[src/adcc_regs.svh]
// Purpose: register offsets, field positions, reset values and timing counts
// Assumes: 32-bit Avalon-MM word per register, byte addresses
// Notes:   definitions only
`ifndef ADCC_REGS_SVH
`define ADCC_REGS_SVH

// ****************************************
// register byte offsets
// ****************************************
`define ADCC_OFS_CTRL0      4'h0
`define ADCC_OFS_REFCTL     4'h4
`define ADCC_OFS_TIMFMT     4'h8
`define ADCC_OFS_RESHI      4'hc
`define ADCC_OFS_RESLO      4'h0
`define ADCC_OFS_STATUS     4'h4
`define ADCC_PAGE_LO        1'b0
`define ADCC_PAGE_HI        1'b1

// ****************************************
// field positions and reset values
// ****************************************
`define ADCC_CTRL0_MASK     8'h3f
`define ADCC_REFCTL_MASK    8'h30
`define ADCC_TIMFMT_MASK    8'hbf
`define ADCC_BIT_START      1
`define ADCC_BIT_ENABLE     0
`define ADCC_CHAN_FVR       4'hf
`define ADCC_CHAN_LAST      4'hc
`define ADCC_RESET_BYTE     8'h00

// ****************************************
// timing
// ****************************************
`define ADCC_RESULT_BITS    4'ha
`define ADCC_GAP_TADS       5'h02
`define ADCC_FRC_KHZ        600
`define ADCC_CLK_KHZ        200000
`define ADCC_FRC_DIV        (`ADCC_CLK_KHZ / `ADCC_FRC_KHZ)
`define ADCC_ICYCLE_CLKS    8'h04

`endif

[src/adcc_pkg.sv]
// Purpose: shared types of the converter control block
// Assumes: nothing
// Notes:   no constants here, see adcc_regs.svh
package adcc_pkg;
  typedef enum logic [2:0] {ST_IDLE, ST_HOLDOFF, ST_ACQ, ST_CONV, ST_GAP} adcc_state_t;
endpackage

[src/adcc_tad_gen.sv]
// Purpose: conversion clock enable from system clock or internal oscillator
// Assumes: one clock mclk; oscillator modelled as a divider
// Notes:   pulse is one mclk cycle wide
`timescale 1ns/1ps
`include "adcc_regs.svh"
module adcc_tad_gen #(
  parameter int FRC_DIV = `ADCC_FRC_DIV
) (
  input  wire logic       mclk,
  input  wire logic       rst,
  input  wire logic       run,
  input  wire logic [2:0] clk_sel,
  output logic            tad_tick
);
  logic [9:0] cnt;
  logic [9:0] limit;

  // ****************************************
  // divider limits
  // ****************************************
  function automatic logic [9:0] div_limit(input logic [2:0] sel);
    case (sel)
      3'h0: div_limit = 10'h001;
      3'h4: div_limit = 10'h003;
      3'h1: div_limit = 10'h007;
      3'h5: div_limit = 10'h00f;
      3'h2: div_limit = 10'h01f;
      3'h6: div_limit = 10'h03f;
      default: div_limit = 10'(FRC_DIV - 1);
    endcase
  endfunction

  assign limit = div_limit(clk_sel);

  always_ff @(posedge mclk or posedge rst) begin
    if (rst) begin
      cnt      <= 10'h000;
      tad_tick <= 1'b0;
    end else if (!run) begin
      cnt      <= 10'h000;
      tad_tick <= 1'b0;
    end else if (cnt >= limit) begin
      cnt      <= 10'h000;
      tad_tick <= 1'b1;
    end else begin
      cnt      <= cnt + 10'h001;
      tad_tick <= 1'b0;
    end
  end
endmodule // adcc_tad_gen

[src/adcc_control.sv]
// Purpose: converter control, sequencing and result registers
// Assumes: Avalon-MM slave, 32-bit data, one register per word
// Notes:   comparator answer comes from the analog core each conversion clock
//
// Overview of operation
// - channel codes 0-12 inputs, 15 fixed reference
// - writing start begins conversion, reads busy
// - hardware clears start bit at finish
// - enable clear disables converter, no current
// - unimplemented control bits read as zero
// - bit 5 selects external negative reference
// - bit 4 selects external positive reference
// - justify bit: one right, zero left
// - acquisition field sets automatic delay length
// - sample switch closed during acquisition delay
// - clock field divides system clock
// - codes 011/111 select internal oscillator
// - oscillator clock delays start one instruction
// - left layout: high 9-2, low 1-0
// - right layout: high byte bits 9-8
// - finish clears start, flags, writes result
// - clearing start aborts, keeps old result
// - two conversion clocks before next acquisition
// - right layout: low byte bits 7-0
//
// Implementation choices: register access over Avalon-MM and the address map.
`timescale 1ns/1ps
`include "adcc_regs.svh"
module adcc_control #(
  parameter int FRC_DIV = `ADCC_FRC_DIV
) (
  input  wire logic        mclk,
  input  wire logic        rst,
  input  wire logic [3:0]  address,
  input  wire logic        read,
  input  wire logic        write,
  input  wire logic [31:0] writedata,
  input  wire logic [3:0]  byteenable,
  output logic [31:0]      readdata,
  output logic             waitrequest,
  input  wire logic        comp_high,
  output logic [3:0]       channel_select,
  output logic             sample_connect,
  output logic [9:0]       trial_code,
  output logic             converter_power,
  output logic             negative_ref_select,
  output logic             positive_ref_select,
  output logic             converter_irq_flag
);
  logic [3:0]          ctrl_chan;
  logic                ctrl_start;
  logic                converter_enable;
  logic                neg_ref;
  logic                pos_ref;
  logic                result_justify;
  logic [2:0]          acquisition_delay_select;
  logic [2:0]          conversion_clock_select;
  logic [7:0]          result_high_byte;
  logic [7:0]          result_low_byte;
  logic                page;
  adcc_pkg::adcc_state_t state;
  logic [4:0]          tad_cnt;
  logic [7:0]          hold_cnt;
  logic [9:0]          sar;
  logic [3:0]          bit_idx;
  logic                tad_tick;
  logic                done_evt;
  logic                abort_evt;
  logic                wr_acc;
  logic                rd_acc;
  logic                start_wr;
  logic                stop_wr;
  logic                comp_val;
  logic [9:0]          next_sar;

  assign wr_acc   = write && !waitrequest;
  assign rd_acc   = read && !waitrequest;
  assign start_wr = wr_acc && !page && address == `ADCC_OFS_CTRL0 && byteenable[0]
                    && writedata[`ADCC_BIT_START];
  assign stop_wr  = wr_acc && !page && address == `ADCC_OFS_CTRL0 && byteenable[0]
                    && !writedata[`ADCC_BIT_START];
  assign abort_evt = (stop_wr || !converter_enable) && state != adcc_pkg::ST_IDLE
                     && state != adcc_pkg::ST_GAP;

  // ****************************************
  // helper functions
  // ****************************************
  function automatic logic [4:0] acq_tads(input logic [2:0] code);
    case (code)
      3'h0: acq_tads = 5'h00;
      3'h1: acq_tads = 5'h02;
      3'h2: acq_tads = 5'h04;
      3'h3: acq_tads = 5'h06;
      3'h4: acq_tads = 5'h08;
      3'h5: acq_tads = 5'h0c;
      3'h6: acq_tads = 5'h10;
      default: acq_tads = 5'h14;
    endcase
  endfunction

  function automatic logic is_frc(input logic [2:0] code);
    is_frc = code[1] && code[0];
  endfunction

  // ****************************************
  // conversion clock enable
  // ****************************************
  adcc_tad_gen #(.FRC_DIV(FRC_DIV)) u_tad (
    .mclk     (mclk),
    .rst      (rst),
    .run      (converter_enable),
    .clk_sel  (conversion_clock_select),
    .tad_tick (tad_tick)
  );

  // ****************************************
  // comparator input
  // ****************************************
  // settles off the registered trial word within one clock;
  // a synchroniser would outlast the fastest bit time
  assign comp_val = comp_high;

  // ****************************************
  // bus handshake, one wait cycle per access
  // ****************************************
  always_ff @(posedge mclk or posedge rst) begin
    if (rst) begin
      waitrequest <= 1'b1;
    end else if ((read || write) && waitrequest) begin
      waitrequest <= 1'b0;
    end else begin
      waitrequest <= 1'b1;
    end
  end

  // ****************************************
  // configuration registers
  // ****************************************
  always_ff @(posedge mclk or posedge rst) begin
    if (rst) begin
      ctrl_chan                <= 4'h0;
      converter_enable         <= 1'b0;
      neg_ref                  <= 1'b0;
      pos_ref                  <= 1'b0;
      result_justify           <= 1'b0;
      acquisition_delay_select <= 3'h0;
      conversion_clock_select  <= 3'h0;
      page                     <= `ADCC_PAGE_LO;
    end else if (wr_acc && byteenable[0]) begin
      if (!page && address == `ADCC_OFS_CTRL0) begin
        ctrl_chan        <= writedata[5:2];
        converter_enable <= writedata[`ADCC_BIT_ENABLE];
      end else if (!page && address == `ADCC_OFS_REFCTL) begin
        neg_ref <= writedata[5];
        pos_ref <= writedata[4];
      end else if (!page && address == `ADCC_OFS_TIMFMT) begin
        result_justify           <= writedata[7];
        acquisition_delay_select <= writedata[5:3];
        conversion_clock_select  <= writedata[2:0];
      end else if (address == `ADCC_OFS_RESHI) begin
        page <= writedata[0];
      end
    end
  end

  // ****************************************
  // start/done bit
  // ****************************************
  always_ff @(posedge mclk or posedge rst) begin
    if (rst) begin
      ctrl_start <= 1'b0;
    end else if (done_evt || abort_evt || stop_wr) begin
      ctrl_start <= 1'b0;
    end else if (start_wr && converter_enable && state == adcc_pkg::ST_IDLE) begin
      ctrl_start <= 1'b1;
    end
  end

  // ****************************************
  // sequencer
  // ****************************************
  always_comb begin
    next_sar = sar;
    if (comp_val) begin
      next_sar[bit_idx] = 1'b0;
    end
    if (bit_idx != 4'h0) begin
      next_sar[bit_idx - 4'h1] = 1'b1;
    end
  end

  always_ff @(posedge mclk or posedge rst) begin
    if (rst) begin
      state    <= adcc_pkg::ST_IDLE;
      tad_cnt  <= 5'h00;
      hold_cnt <= 8'h00;
      sar      <= 10'h000;
      bit_idx  <= 4'h0;
      done_evt <= 1'b0;
    end else begin
      done_evt <= 1'b0;
      if (abort_evt) begin
        state   <= adcc_pkg::ST_GAP;
        tad_cnt <= 5'h00;
      end else begin
        case (state)
          adcc_pkg::ST_IDLE: begin
            if (start_wr && converter_enable) begin
              hold_cnt <= `ADCC_ICYCLE_CLKS;
              tad_cnt  <= 5'h00;
              state    <= is_frc(conversion_clock_select) ? adcc_pkg::ST_HOLDOFF : adcc_pkg::ST_ACQ;
            end
          end
          adcc_pkg::ST_HOLDOFF: begin
            if (hold_cnt <= 8'h01) begin
              state <= adcc_pkg::ST_ACQ;
            end else begin
              hold_cnt <= hold_cnt - 8'h01;
            end
          end
          adcc_pkg::ST_ACQ: begin
            // enter conversion on a tick so the first trial settles
            if (tad_tick && tad_cnt >= acq_tads(acquisition_delay_select)) begin
              state   <= adcc_pkg::ST_CONV;
              sar     <= 10'h200;
              bit_idx <= 4'h9;
            end else if (tad_tick) begin
              tad_cnt <= tad_cnt + 5'h01;
            end
          end
          adcc_pkg::ST_CONV: begin
            if (tad_tick) begin
              sar <= next_sar;
              if (bit_idx == 4'h0) begin
                done_evt <= 1'b1;
                state    <= adcc_pkg::ST_GAP;
                tad_cnt  <= 5'h00;
              end else begin
                bit_idx <= bit_idx - 4'h1;
              end
            end
          end
          adcc_pkg::ST_GAP: begin
            if (tad_cnt >= `ADCC_GAP_TADS || !converter_enable) begin
              state <= adcc_pkg::ST_IDLE;
            end else if (tad_tick) begin
              tad_cnt <= tad_cnt + 5'h01;
            end
          end
          default: state <= adcc_pkg::ST_IDLE;
        endcase
      end
    end
  end

  // ****************************************
  // result pair and flag
  // ****************************************
  always_ff @(posedge mclk or posedge rst) begin
    if (rst) begin
      result_high_byte <= `ADCC_RESET_BYTE;
      result_low_byte  <= `ADCC_RESET_BYTE;
    end else if (done_evt) begin
      if (result_justify) begin
        result_high_byte <= {6'h00, sar[9:8]};
        result_low_byte  <= sar[7:0];
      end else begin
        result_high_byte <= sar[9:2];
        result_low_byte  <= {sar[1:0], 6'h00};
      end
    end else if (wr_acc && byteenable[0] && !page && address == `ADCC_OFS_RESHI) begin
      result_high_byte <= writedata[7:0];
    end else if (wr_acc && byteenable[0] && page && address == `ADCC_OFS_RESLO) begin
      result_low_byte <= writedata[7:0];
    end
  end

  always_ff @(posedge mclk or posedge rst) begin
    if (rst) begin
      converter_irq_flag <= 1'b0;
    end else if (done_evt) begin
      converter_irq_flag <= 1'b1;
    end else if (wr_acc && byteenable[0] && page && address == `ADCC_OFS_STATUS && writedata[0]) begin
      converter_irq_flag <= 1'b0;
    end
  end

  // ****************************************
  // read data
  // ****************************************
  always_ff @(posedge mclk or posedge rst) begin
    if (rst) begin
      readdata <= 32'h0000_0000;
    end else if (read && waitrequest) begin
      if (!page && address == `ADCC_OFS_CTRL0) begin
        readdata <= {24'h0, 2'b00, ctrl_chan, ctrl_start, converter_enable};
      end else if (!page && address == `ADCC_OFS_REFCTL) begin
        readdata <= {24'h0, 2'b00, neg_ref, pos_ref, 4'h0};
      end else if (!page && address == `ADCC_OFS_TIMFMT) begin
        readdata <= {24'h0, result_justify, 1'b0, acquisition_delay_select, conversion_clock_select};
      end else if (!page && address == `ADCC_OFS_RESHI) begin
        readdata <= {24'h0, result_high_byte};
      end else if (page && address == `ADCC_OFS_RESLO) begin
        readdata <= {24'h0, result_low_byte};
      end else if (page && address == `ADCC_OFS_STATUS) begin
        readdata <= {28'h0, 1'b0, 2'(state), converter_irq_flag};
      end else if (page && address == `ADCC_OFS_RESHI) begin
        readdata <= {31'h0, page};
      end else begin
        readdata <= 32'h0000_0000;
      end
    end
  end

  // ****************************************
  // analog core controls
  // ****************************************
  always_ff @(posedge mclk or posedge rst) begin
    if (rst) begin
      channel_select      <= 4'h0;
      sample_connect      <= 1'b0;
      trial_code          <= 10'h000;
      converter_power     <= 1'b0;
      negative_ref_select <= 1'b0;
      positive_ref_select <= 1'b0;
    end else begin
      channel_select      <= ctrl_chan;
      sample_connect      <= converter_enable && (state == adcc_pkg::ST_IDLE || state == adcc_pkg::ST_HOLDOFF
                             || state == adcc_pkg::ST_ACQ);
      trial_code          <= sar;
      converter_power     <= converter_enable;
      negative_ref_select <= neg_ref;
      positive_ref_select <= pos_ref;
    end
  end
endmodule // adcc_control

[config.mk]
export PLATFORM = sky130hd
export DESIGN_NAME = adcc_control
export DESIGN_NICKNAME = d
export VERILOG_FILES = /design/src/adcc_pkg.sv /design/src/adcc_tad_gen.sv /design/src/adcc_control.sv
export VERILOG_INCLUDE_DIRS = /design/src
export SDC_FILE = /design/constraint.sdc
export NUM_CORES = 1
export LEC_CHECK = 0
export BUFFER_PORTS_ARGS = -buffer_cell sky130_fd_sc_hd__buf_4
export CORE_ASPECT_RATIO = 1.25
export CORE_UTILIZATION = 29
export DETAILED_ROUTE_END_ITERATION = 10
export PLACE_DENSITY_LB_ADDON = 0.08
export SLEW_MARGIN = 20
export SYNTH_ARGS = -nofsm -noshare
export SYNTH_HDL_FRONTEND = slang
export SYNTH_SLANG_ARGS = --single-unit
[constraint.sdc]
create_clock -name mclk -period 3 [get_ports mclk]
set_clock_uncertainty 0.1 [all_clocks]
set_input_delay 0 -clock mclk [delete_from_list [all_inputs] [get_ports mclk]]
set_output_delay 0 -clock mclk [all_outputs]
set_load 0.02 [all_outputs]
==> flow_summary_export.csv, run 1 <==
group,metric,value,unit
yosys,synthesis.area,5580,sq um
die,die_x,126,um
yosys,yosysWarnings,0,
global_routing,grt_pass1_vias,4165,
pwr,leakage,3.01,nW
run_status,status,"finished, final reports clean",
flow_run,maxCapViolations,0,
timing,post-route-period-util,86.9,%
cts,cts_hold_buf,14,
cts,path_clk_slew,0.07,ns
timing,tightest_slew,0.637,ns
place,postPlaceCellArea,6110,sq um
timing,fmax,0.384,GHz
die,die_y,157,um
timing,min_period,2.61,ns
timing,finalHoldViolations,0,
die,fp.coreArea,18800,sq um
cts,clock_sinks,102,
cts,cts_buffers,9,
cts,htreeDepth,3,
detailed_routing,routed_wl,14300,um
layout,area.growth.synth_to_final,18.5,%
setup_path,startpoint_type,"flop",
worst_hold_path,min_path_type,"in -> reg",
die,rows,56,
timing,max_slew_margin,57.6,%
cts,cts_tree,"done",
layout,finish.instance_area,6610,sq um
pwr,vdd_drop_max,0.272,mV
detailed_routing,drt_iter0_drc,329,
setup_path,critPathKind,"reg -> reg",
global_routing,grt_pass1_wl,22900,um
place,dp_cells,845,
yosys,ys.flop_type,"dfrtp_1",
place,gp_congestion,0.794,
layout,n_antenna_cell,0,
yosys,synth_seq_cells,102,
yosys,synth_async_sr_flop_share,100,%
layout,drive_above_1_share,17.6,%
place,io_buffers,45,
setup_path,arrival,2.75,ns
timing,rsz0062_at_grt,"no",
die,start_util,29.7,%
layout,final_cell_mix,"dfrtp_1, nand2_1, buf_4, o21ai_0, nor2_1",
cts,root_buffer,"clkbuf_16",
detailed_routing,avgRoutedWirePerCell,16.3,um
global_routing,grt_overflow,0,
setup_path,crit_path_end_kind,"flop",
pwr,p_per_area,614,nW/um^2
place,dpl.hpwl,10600,um
timing,setup_violations,0,
timing,maxSlewViolCount,0,
yosys,syn-instance-count,577,
yosys,yosysUniqueCellTypes,59,
layout,final_common_cell,"dfrtp_1",
cts,post_cts_buffers,0,
setup_path,required,3.15,ns
global_routing,grt_max_degree,66,
global_routing,grt_antenna_before_repair,0,
die,boundaryPins,97,
die,dieArea,19800,sq um
detailed_routing,antenna_left,0,
layout,final_core_util,35.2,%
setup_path,cp_max_fo,14,
detailed_routing,drc_errors,0,
cts,cts-resized-gates,0,
yosys,synth-edff-count,0,
yosys,synth_seq_area_share,45.8,%
detailed_routing,vias,4273,
cts,clkLatencyLatePin,0.36,ns
pwr,power,0.00406,W
layout,final_cells,875,
timing,tns,0,ns
detailed_routing,firstDrtPassIters,5,
detailed_routing,avgViaCountPerCell,4.88,
yosys,syn_area_per_cell,9.66,sq um
global_routing,track_usage,15.0,%
cts,cts_max_path_buffers,2,
layout,fin_nets,710,
[sequential cells by signal, summed over array words and instances (netlist names), 4 cells and up]
signal	count
channel_select	4
tad_cnt	5
sar	10
readdata	8
bit_idx	4
hold_cnt	8
u_tad.cnt	10
result_low_byte	8
ctrl_chan	4
result_high_byte	8
trial_code	10
[cells by family (layout without fill, tap and decap cells)]
| logic type | count (synthesis) | in the layout | synth area share, % |
|---|---|---|---|
| AND/OR/NAND/NOR | 197 | 197 | 17.5 |
| multiplexers | 27 | 27 | 5.34 |
| other | 1 | 24 | 0.0672 |
| adder cells (fa/ha/maj) | 27 | 27 | 6.06 |
| AO/OA/AOI/OAI | 139 | 139 | 16.2 |
| buffers and inverters | 70 | 113 | 6.89 |
| flip-flops | 102 | 102 | 45.8 |
| XOR/XNOR | 14 | 14 | 2.20 |
[routing by layer]
| layer | share of wire, % | global-route usage, % | vias to the layer above |
|---|---|---|---|
| met2 | 49 | 25.7 | 91 |
| met1 | 46 | 18.9 | 2053 |
| met4 | 1.8 | 5.39 | 0 |
| met3 | 3.0 | 2.69 | 17 |
| li1 | - | - | 2112 |
| met5 | 0 | 0 | - |
[worst paths after layout]
check	start	end	slack, ns	cells past startpoint
max	acquisition_delay_select[2]$_DFFE_PP0P_	sar[2]$_DFFE_PP0P_	0.39	8
min	comp_high	sar[9]$_DFFE_PP0P_	0.05	4
max reg2reg	acquisition_delay_select[2]$_DFFE_PP0P_	sar[2]$_DFFE_PP0P_	0.39	8
min reg2reg	neg_ref$_DFFE_PP0P_	negative_ref_select$_DFF_PP0_	0.31	0
max in group asynchronous	rst	waitrequest$_DFF_PP1_	1.89	4
min in group asynchronous	rst	sample_connect$_DFF_PP0_	0.15	3
[worst max-delay path, stage by stage (launching register included)]
cell	delay, ns
dfrtp_1	0.44
mux2i_1	0.23
ha_1	0.19
o21ai_0	0.09
a31oi_1	0.21
a41oi_2	0.26
a21oi_2	0.53
o21ai_0	0.19
a22o_1	0.26
[cells in the mapped netlist, types with 3 or more instances]
cell        n  area share, %
inv_1      25            1.7
buf_4      28            3.8
o32ai_1     3           0.47
nor2_1     38            2.6
nand2b_1    5           0.56
a31oi_1    13            1.5
a21o_1      3           0.40
dfrtp_1   101             45
nand3b_1    5           0.67
or2_2       3           0.34
a211oi_1    6           0.81
xor2_1     11            1.7
clkbuf_1   12           0.81
ha_1       27            6.1
xnor2_1     3           0.47
and3_1      7           0.79
nor3b_1     4           0.54
a21oi_1    33            3.0
nor2b_1    13            1.5
nand2_1    66            4.4
o21ai_0    46            4.1
mux2_2     22            4.4
a22o_1      6           0.94
nor3_1      9           0.81
a32o_1      5           0.90
and2_1      4           0.45
a22oi_1     5           0.67
nand3_1    29            2.6
mux2i_1     5           0.90
[layout make-up]
type,instances,area [sq um]
fill,1913,12200
sequential,102,2550
timing repair buffer,71,581
tap,232,290
clock inverter,6,115
inverter,26,100
clock buffer,10,239
multi-input combinational,428,2730
[report_power, final]
group	internal, W	switching [W]
combinational	0.000384	0.000553
clock	0.000845	0.000561
sequential	0.00153	0.000181
total	0.00276	0.00129
[through the flow]
step | worst slack, ns | hold WS [ns]
after floorplan | 0.226 | -0.0370
after global routing | 0.157 | 0.0985
after detailed placement | 0.412 | -0.0117
final | 0.394 | 0.0512
after global placement | 0.468 | -0.0154
after CTS | 0.403 | 0.0457
(Power assumes the default switching activity.)
==> inputs of run 2 (changes only) <==
==> constraint.sdc (replaced) <==
create_clock -name mclk -period 3 [get_ports mclk]
set_clock_uncertainty 0.1 [all_clocks]
set_input_delay 0.6 -clock mclk [delete_from_list [all_inputs] [get_ports mclk]]
set_output_delay 0.6 -clock mclk [all_outputs]
set_load 0.02 [all_outputs]
==> run 2 against run 1 <==
- sequential share of layout area increased by 0.95 points
- die area unchanged
- core utilization is 0.85 points lower
- setup slack worse by 0.11 ns
- non-clock buffer count is 14 lower
- wire length fell by 1.0%
- critical endpoint is now sar[4]$_DFFE_PP0P_
- largest cell class unchanged
==> flow_summary_export.csv, run 2 (synthesized netlist as in run 1, its figures left out) <==
group,metric,value,unit
die,start_util,29.7,%
timing,post-route-period-util,90.4,%
layout,area.growth.synth_to_final,15.6,%
timing,tns,0,ns
layout,fin_nets,696,
place,io_buffers,45,
global_routing,track_usage,15.1,%
layout,finish.instance_area,6450,sq um
setup_path,crit_path_end_kind,"flop",
cts,cts_buffers,9,
layout,final_cell_mix,"dfrtp_1, nand2_1, buf_4, o21ai_0, nor2_1",
detailed_routing,vias,4230,
setup_path,arrival,2.90,ns
setup_path,critPathKind,"reg -> reg",
detailed_routing,drt_iter0_drc,277,
place,postPlaceCellArea,6120,sq um
setup_path,required,3.19,ns
cts,path_clk_slew,0.07,ns
die,die_y,157,um
timing,max_slew_margin,27.6,%
pwr,power,0.00389,W
global_routing,grt_antenna_before_repair,0,
place,gp_congestion,0.786,
layout,drive_above_1_share,17.8,%
die,dieArea,19800,sq um
pwr,leakage,2.93,nW
pwr,p_per_area,603,nW/um^2
timing,fmax,0.369,GHz
timing,maxSlewViolCount,0,
cts,cts-resized-gates,0,
setup_path,reg2regPathDepth,7,
worst_hold_path,min_path_type,"in -> async",
place,dpl.hpwl,10600,um
cts,htreeDepth,3,
timing,finalHoldViolations,0,
cts,cts_max_path_buffers,2,
detailed_routing,avgViaCountPerCell,4.91,
cts,clkLatencyLatePin,0.36,ns
setup_path,cp_max_fo,6,
timing,tightest_slew,1.09,ns
timing,whs,0.302,ns
cts,cts_tree,"done",
layout,final_common_cell,"dfrtp_1",
layout,top_regs,"sar (10), trial_code (10), u_tad.cnt (10)",
timing,min_period,2.71,ns
detailed_routing,drc_errors,0,
flow_run,maxCapViolations,0,
global_routing,grt_pass1_wl,23000,um
global_routing,grt_pass1_vias,4165,
global_routing,grt_max_degree,35,
die,boundaryPins,97,
run_status,status,"finished, final reports clean",
setup_path,startpoint_type,"flop",
cts,root_buffer,"clkbuf_16",
detailed_routing,firstDrtPassIters,5,
die,fp.coreArea,18800,sq um
detailed_routing,avgRoutedWirePerCell,16.4,um
pwr,vdd_drop_max,0.273,mV
die,rows,56,
die,die_x,126,um
global_routing,grt_overflow,0,
layout,n_antenna_cell,0,
detailed_routing,antenna_left,0,
layout,fill_cells,1938,
cts,clock_sinks,102,
cts,post_cts_buffers,0,
timing,rsz0062_at_grt,"no",
timing,setup_violations,0,
detailed_routing,routed_wl,14100,um
cts,cts_hold_buf,0,
[run 2: cell types whose count changed in the layout (fill, tap and decap cells not counted)]
cell and delta:
inv_6 -2, inv_8 +1, dlygate4sd3_1 -14, clkinvlp_4 +2, inv_4 -1, a21oi_1 +1, bufinv_16 -2, a21oi_4 +1
clkinv_4 +1, clkbuf_8 +1, a21oi_2 -2, buf_4 -1, buf_12 +1
[run 2: worst paths after layout]
kind,startpoint,endpoint,slack (ns)
setup / recovery,acquisition_delay_select[2]$_DFFE_PP0P_,sar[4]$_DFFE_PP0P_,0.29
setup reg to reg,acquisition_delay_select[2]$_DFFE_PP0P_,sar[4]$_DFFE_PP0P_,0.29
min in group mclk,read,waitrequest$_DFF_PP1_,0.30
hold reg to reg,pos_ref$_DFFE_PP0P_,positive_ref_select$_DFF_PP0_,0.30
max in group asynchronous,rst,waitrequest$_DFF_PP1_,1.81
hold / removal,rst,channel_select[0]$_DFF_PP0_,0.30
[run 2: report_power, final]
part,switching [W],internal (W),total [W]
registers,0.000185,0.00153,0.00172
logic,0.000546,0.000368,0.000914
clock network,0.000554,0.000700,0.00125
[run 2: layout make-up]
class | instances | area [sq um] | area share [%]
clock inverter | 5 | 65.1 | 1.01
sequential | 102 | 2550 | 39.6
multi-input combinational | 428 | 2730 | 42.4
clock buffer | 11 | 253 | 3.92
inverter | 26 | 101 | 1.57
timing repair buffer | 57 | 453 | 7.02
tap | 232 | 290 | 4.50
[run 2: critical path, cell delays in order, from the launching register on]
cell and delay (ns):
dfrtp_1 0.48, mux2i_1 0.29, ha_1 0.21, o21ai_0 0.10, a31oi_1 0.25, a41oi_2 0.28, a211oi_1 0.66, a32o_1 0.27
[run 2: per-layer routing]
layer | up-vias | track usage [%] | routed length, um | part of all wire [%]
met5 | - | 0 | 0 | 0
met2 | 81 | 25.3 | 6920 | 49
met1 | 2039 | 19.5 | 6530 | 46
met3 | 14 | 2.62 | 457 | 3.2
met4 | 0 | 5.74 | 243 | 1.7
li1 | 2096 | - | - | -
[run 2: through the flow]
stage,utilization [%],setup WS [ns],cells
final,34.3,0.287,861
after detailed placement,32.6,0.294,845
after CTS,34.3,0.281,861
after global routing,34.3,0.0712,861
after global placement,32.6,0.316,845
after floorplan,-,0.803,600
==> inputs of run 3 (changes only) <==
--- a/config.mk
+++ b/config.mk
@@ -6,11 +6,10 @@
 export SDC_FILE = /design/constraint.sdc
 export NUM_CORES = 1
 export LEC_CHECK = 0
-export BUFFER_PORTS_ARGS = -buffer_cell sky130_fd_sc_hd__buf_4
 export CORE_ASPECT_RATIO = 1.25
 export CORE_UTILIZATION = 29
 export DETAILED_ROUTE_END_ITERATION = 10
-export PLACE_DENSITY_LB_ADDON = 0.08
+export DONT_BUFFER_PORTS = 1
 export SLEW_MARGIN = 20
 export SYNTH_ARGS = -nofsm -noshare
 export SYNTH_HDL_FRONTEND = slang
==> run 3 against run 2 <==
- sequential power up 3%
- first-iteration DRC count fell by 4.7%
- largest cell class unchanged
- critical path depth rose by 1
- sequential share of layout area rose by 2.3 points
- critical endpoint is now sar[2]$_DFFE_PP0P_
==> flow_summary_export.csv, run 3 (synthesized netlist as in run 1, its figures left out) <==
group,metric,value,unit
detailed_routing,firstDrtPassIters,4,
timing,rsz0062_at_grt,"no",
setup_path,required,3.14,ns
timing,maxSlewViolCount,0,
detailed_routing,avgRoutedWirePerCell,15.4,um
setup_path,cp_top_family,"compound AO/OA/AOI/OAI gates",
cts,cts-resized-gates,0,
die,dieArea,19800,sq um
layout,drive_above_1_share,11.6,%
cts,root_buffer,"clkbuf_16",
cts,post_cts_buffers,0,
place,dpl.hpwl,9240,um
layout,fill_cells,1952,
timing,min_period,2.58,ns
place,gp_congestion,0.838,
setup_path,path_depth,8,
detailed_routing,routed_wl,12600,um
layout,fin_nets,652,
layout,final_cells,817,
setup_path,r2r_setup_slack,0.42,ns
setup_path,startpoint_type,"flop",
cts,htreeDepth,3,
pwr,clkPwrFrac,32.2,%
layout,final_common_cell,"dfrtp_1",
die,start_util,29.7,%
pwr,vdd_drop_max,0.242,mV
setup_path,cp_max_fo,14,
setup_path,arrival,2.72,ns
layout,final_cell_mix,"dfrtp_1, nand2_1, o21ai_0, nor2_1, a21oi_1",
setup_path,r2r_start,"acquisition_delay_select[2]$_DFFE_PP0P_",
cts,clkLatencyLatePin,0.34,ns
run_status,status,"finished, final reports clean",
setup_path,critPathKind,"reg -> reg",
place,dp_cells,801,
cts,cts_max_path_buffers,2,
cts,cts_hold_buf,0,
setup_path,reg2regPathDepth,8,
pwr,seqPwrFrac,47.5,%
cts,cts_tree,"done",
global_routing,track_usage,13.2,%
die,die_x,126,um
detailed_routing,antenna_left,0,
pwr,switching_share,32.4,%
setup_path,path_common_cell,"o21ai_0",
timing,post-route-period-util,86.1,%
setup_path,crit_buf_inv,0,
place,io_buffers,0,
layout,top_regs,"sar (10), trial_code (10), u_tad.cnt (10)",
timing,tightest_slew,0.962,ns
global_routing,grt_pass1_vias,3939,
detailed_routing,avgViaCountPerCell,4.92,
cts,clock_sinks,102,
pwr,p_switching,0.00121,W
timing,fmax,0.387,GHz
pwr,leakage,2.71,nW
die,rows,56,
global_routing,grt_pass1_wl,20500,um
pwr,p_per_area,612,nW/um^2
setup_path,critPathSlowestCell,"a21oi_2",
flow_run,maxCapViolations,0,
layout,n_antenna_cell,0,
global_routing,grt_antenna_before_repair,0,
detailed_routing,drt_iter0_drc,264,
setup_path,crit_path_end_kind,"flop",
pwr,power_frac_comb,20.3,%
setup_path,endpoint,"sar[2]$_DFFE_PP0P_",
timing,max_slew_margin,35.9,%
pwr,p_int,0.00252,W
cts,cts_buffers,9,
timing,tns,0,ns
worst_hold_path,min_path_type,"in -> async",
die,boundaryPins,97,
die,die_y,157,um
global_routing,grt_max_degree,35,
cts,path_clk_slew,0.07,ns
layout,area.growth.synth_to_final,9.18,%
die,fp.coreArea,18800,sq um
global_routing,grt_overflow,0,
setup_path,startpoint,"acquisition_delay_select[2]$_DFFE_PP0P_",
timing,setup_violations,0,
timing,finalHoldViolations,0,
setup_path,cpPeakStageDelay,0.52,ns
detailed_routing,drc_errors,0,
setup_path,rr_endpoint,"sar[2]$_DFFE_PP0P_",
detailed_routing,vias,4017,
setup_path,cp_cell_sequence,"mux2i_1 > ha_1 > o21ai_0 > a31oi_1 > a41oi_2 > a21oi_2 > o21ai_0 > a22o_1",
-- run 3: layout make-up --
type / count / area [sq um] / area share [%]
Tap cell: 232 / 290 / 4.77
Sequential cell: 102 / 2550 / 41.9
Inverter: 26 / 101 / 1.66
Clock inverter: 6 / 68.8 / 1.13
Clock buffer: 10 / 239 / 3.93
Timing Repair Buffer: 13 / 110 / 1.81
Multi-Input combinational cell: 428 / 2730 / 44.8
-- run 3: how the worst min path moves through the flow --
| stage | from | end | slack [ns] | cells past startpoint |
|---|---|---|---|---|
| after floorplan | ctrl_chan[2]$_DFFE_PP0P_ | channel_select[2]$_DFF_PP0_ | 0.26 | 0 |
| after global placement | pos_ref$_DFFE_PP0P_ | positive_ref_select$_DFF_PP0_ | 0.28 | 0 |
| after detailed placement | pos_ref$_DFFE_PP0P_ | positive_ref_select$_DFF_PP0_ | 0.29 | 0 |
| after CTS | rst | channel_select[3]$_DFF_PP0_ | 0.17 | 1 |
| after global routing | rst | readdata[2]$_DFFE_PP0P_ | 0.18 | 1 |
| final | rst | channel_select[1]$_DFF_PP0_ | 0.15 | 1 |
-- run 3: layer usage --
metal	vias to the layer above	track usage (%)	share of wire, %
met2	88	22.5	49
li1	1994	-	-
met1	1917	15.9	45
met4	0	6.14	2.5
met3	18	3.06	4.1
met5	-	0	0
-- run 3: worst reg2reg max path: cells and delay by family, from the launching register on --
kind | cells | cell delay (ns)
compound gates | 6 | 1.51
fa+ha+maj | 1 | 0.27
flops | 1 | 0.45
mux | 1 | 0.15
-- run 3: power by group through the flow --
stage | sequential (W) | combinational [W] | clock, W
6_report | 0.00177 | 0.000757 | 0.00120
5_1_grt | 0.00179 | 0.000858 | 0.00129
4_1_cts | 0.00177 | 0.000763 | 0.00123
3_5_place_dp | 0.00179 | 0.000759 | 0
3_3_place_gp | 0.00179 | 0.000750 | 0
2_1_floorplan | 0.00170 | 0.000702 | 0
-- run 3: through the flow --
stage | instance area [sq um] | total power (W) | worst slack, ns | util (%) | hold slack, ns
global route | 6090 | 0.00394 | 0.201 | 32.4 | 0.184
global placement | 5780 | 0.00254 | 0.477 | 30.8 | 0.280
CTS | 6090 | 0.00376 | 0.398 | 32.4 | 0.169
detailed placement | 5780 | 0.00255 | 0.431 | 30.8 | 0.287
floorplan | 5670 | 0.00240 | 0.803 | - | 0.264
finish | 6090 | 0.00372 | 0.418 | 32.4 | 0.155
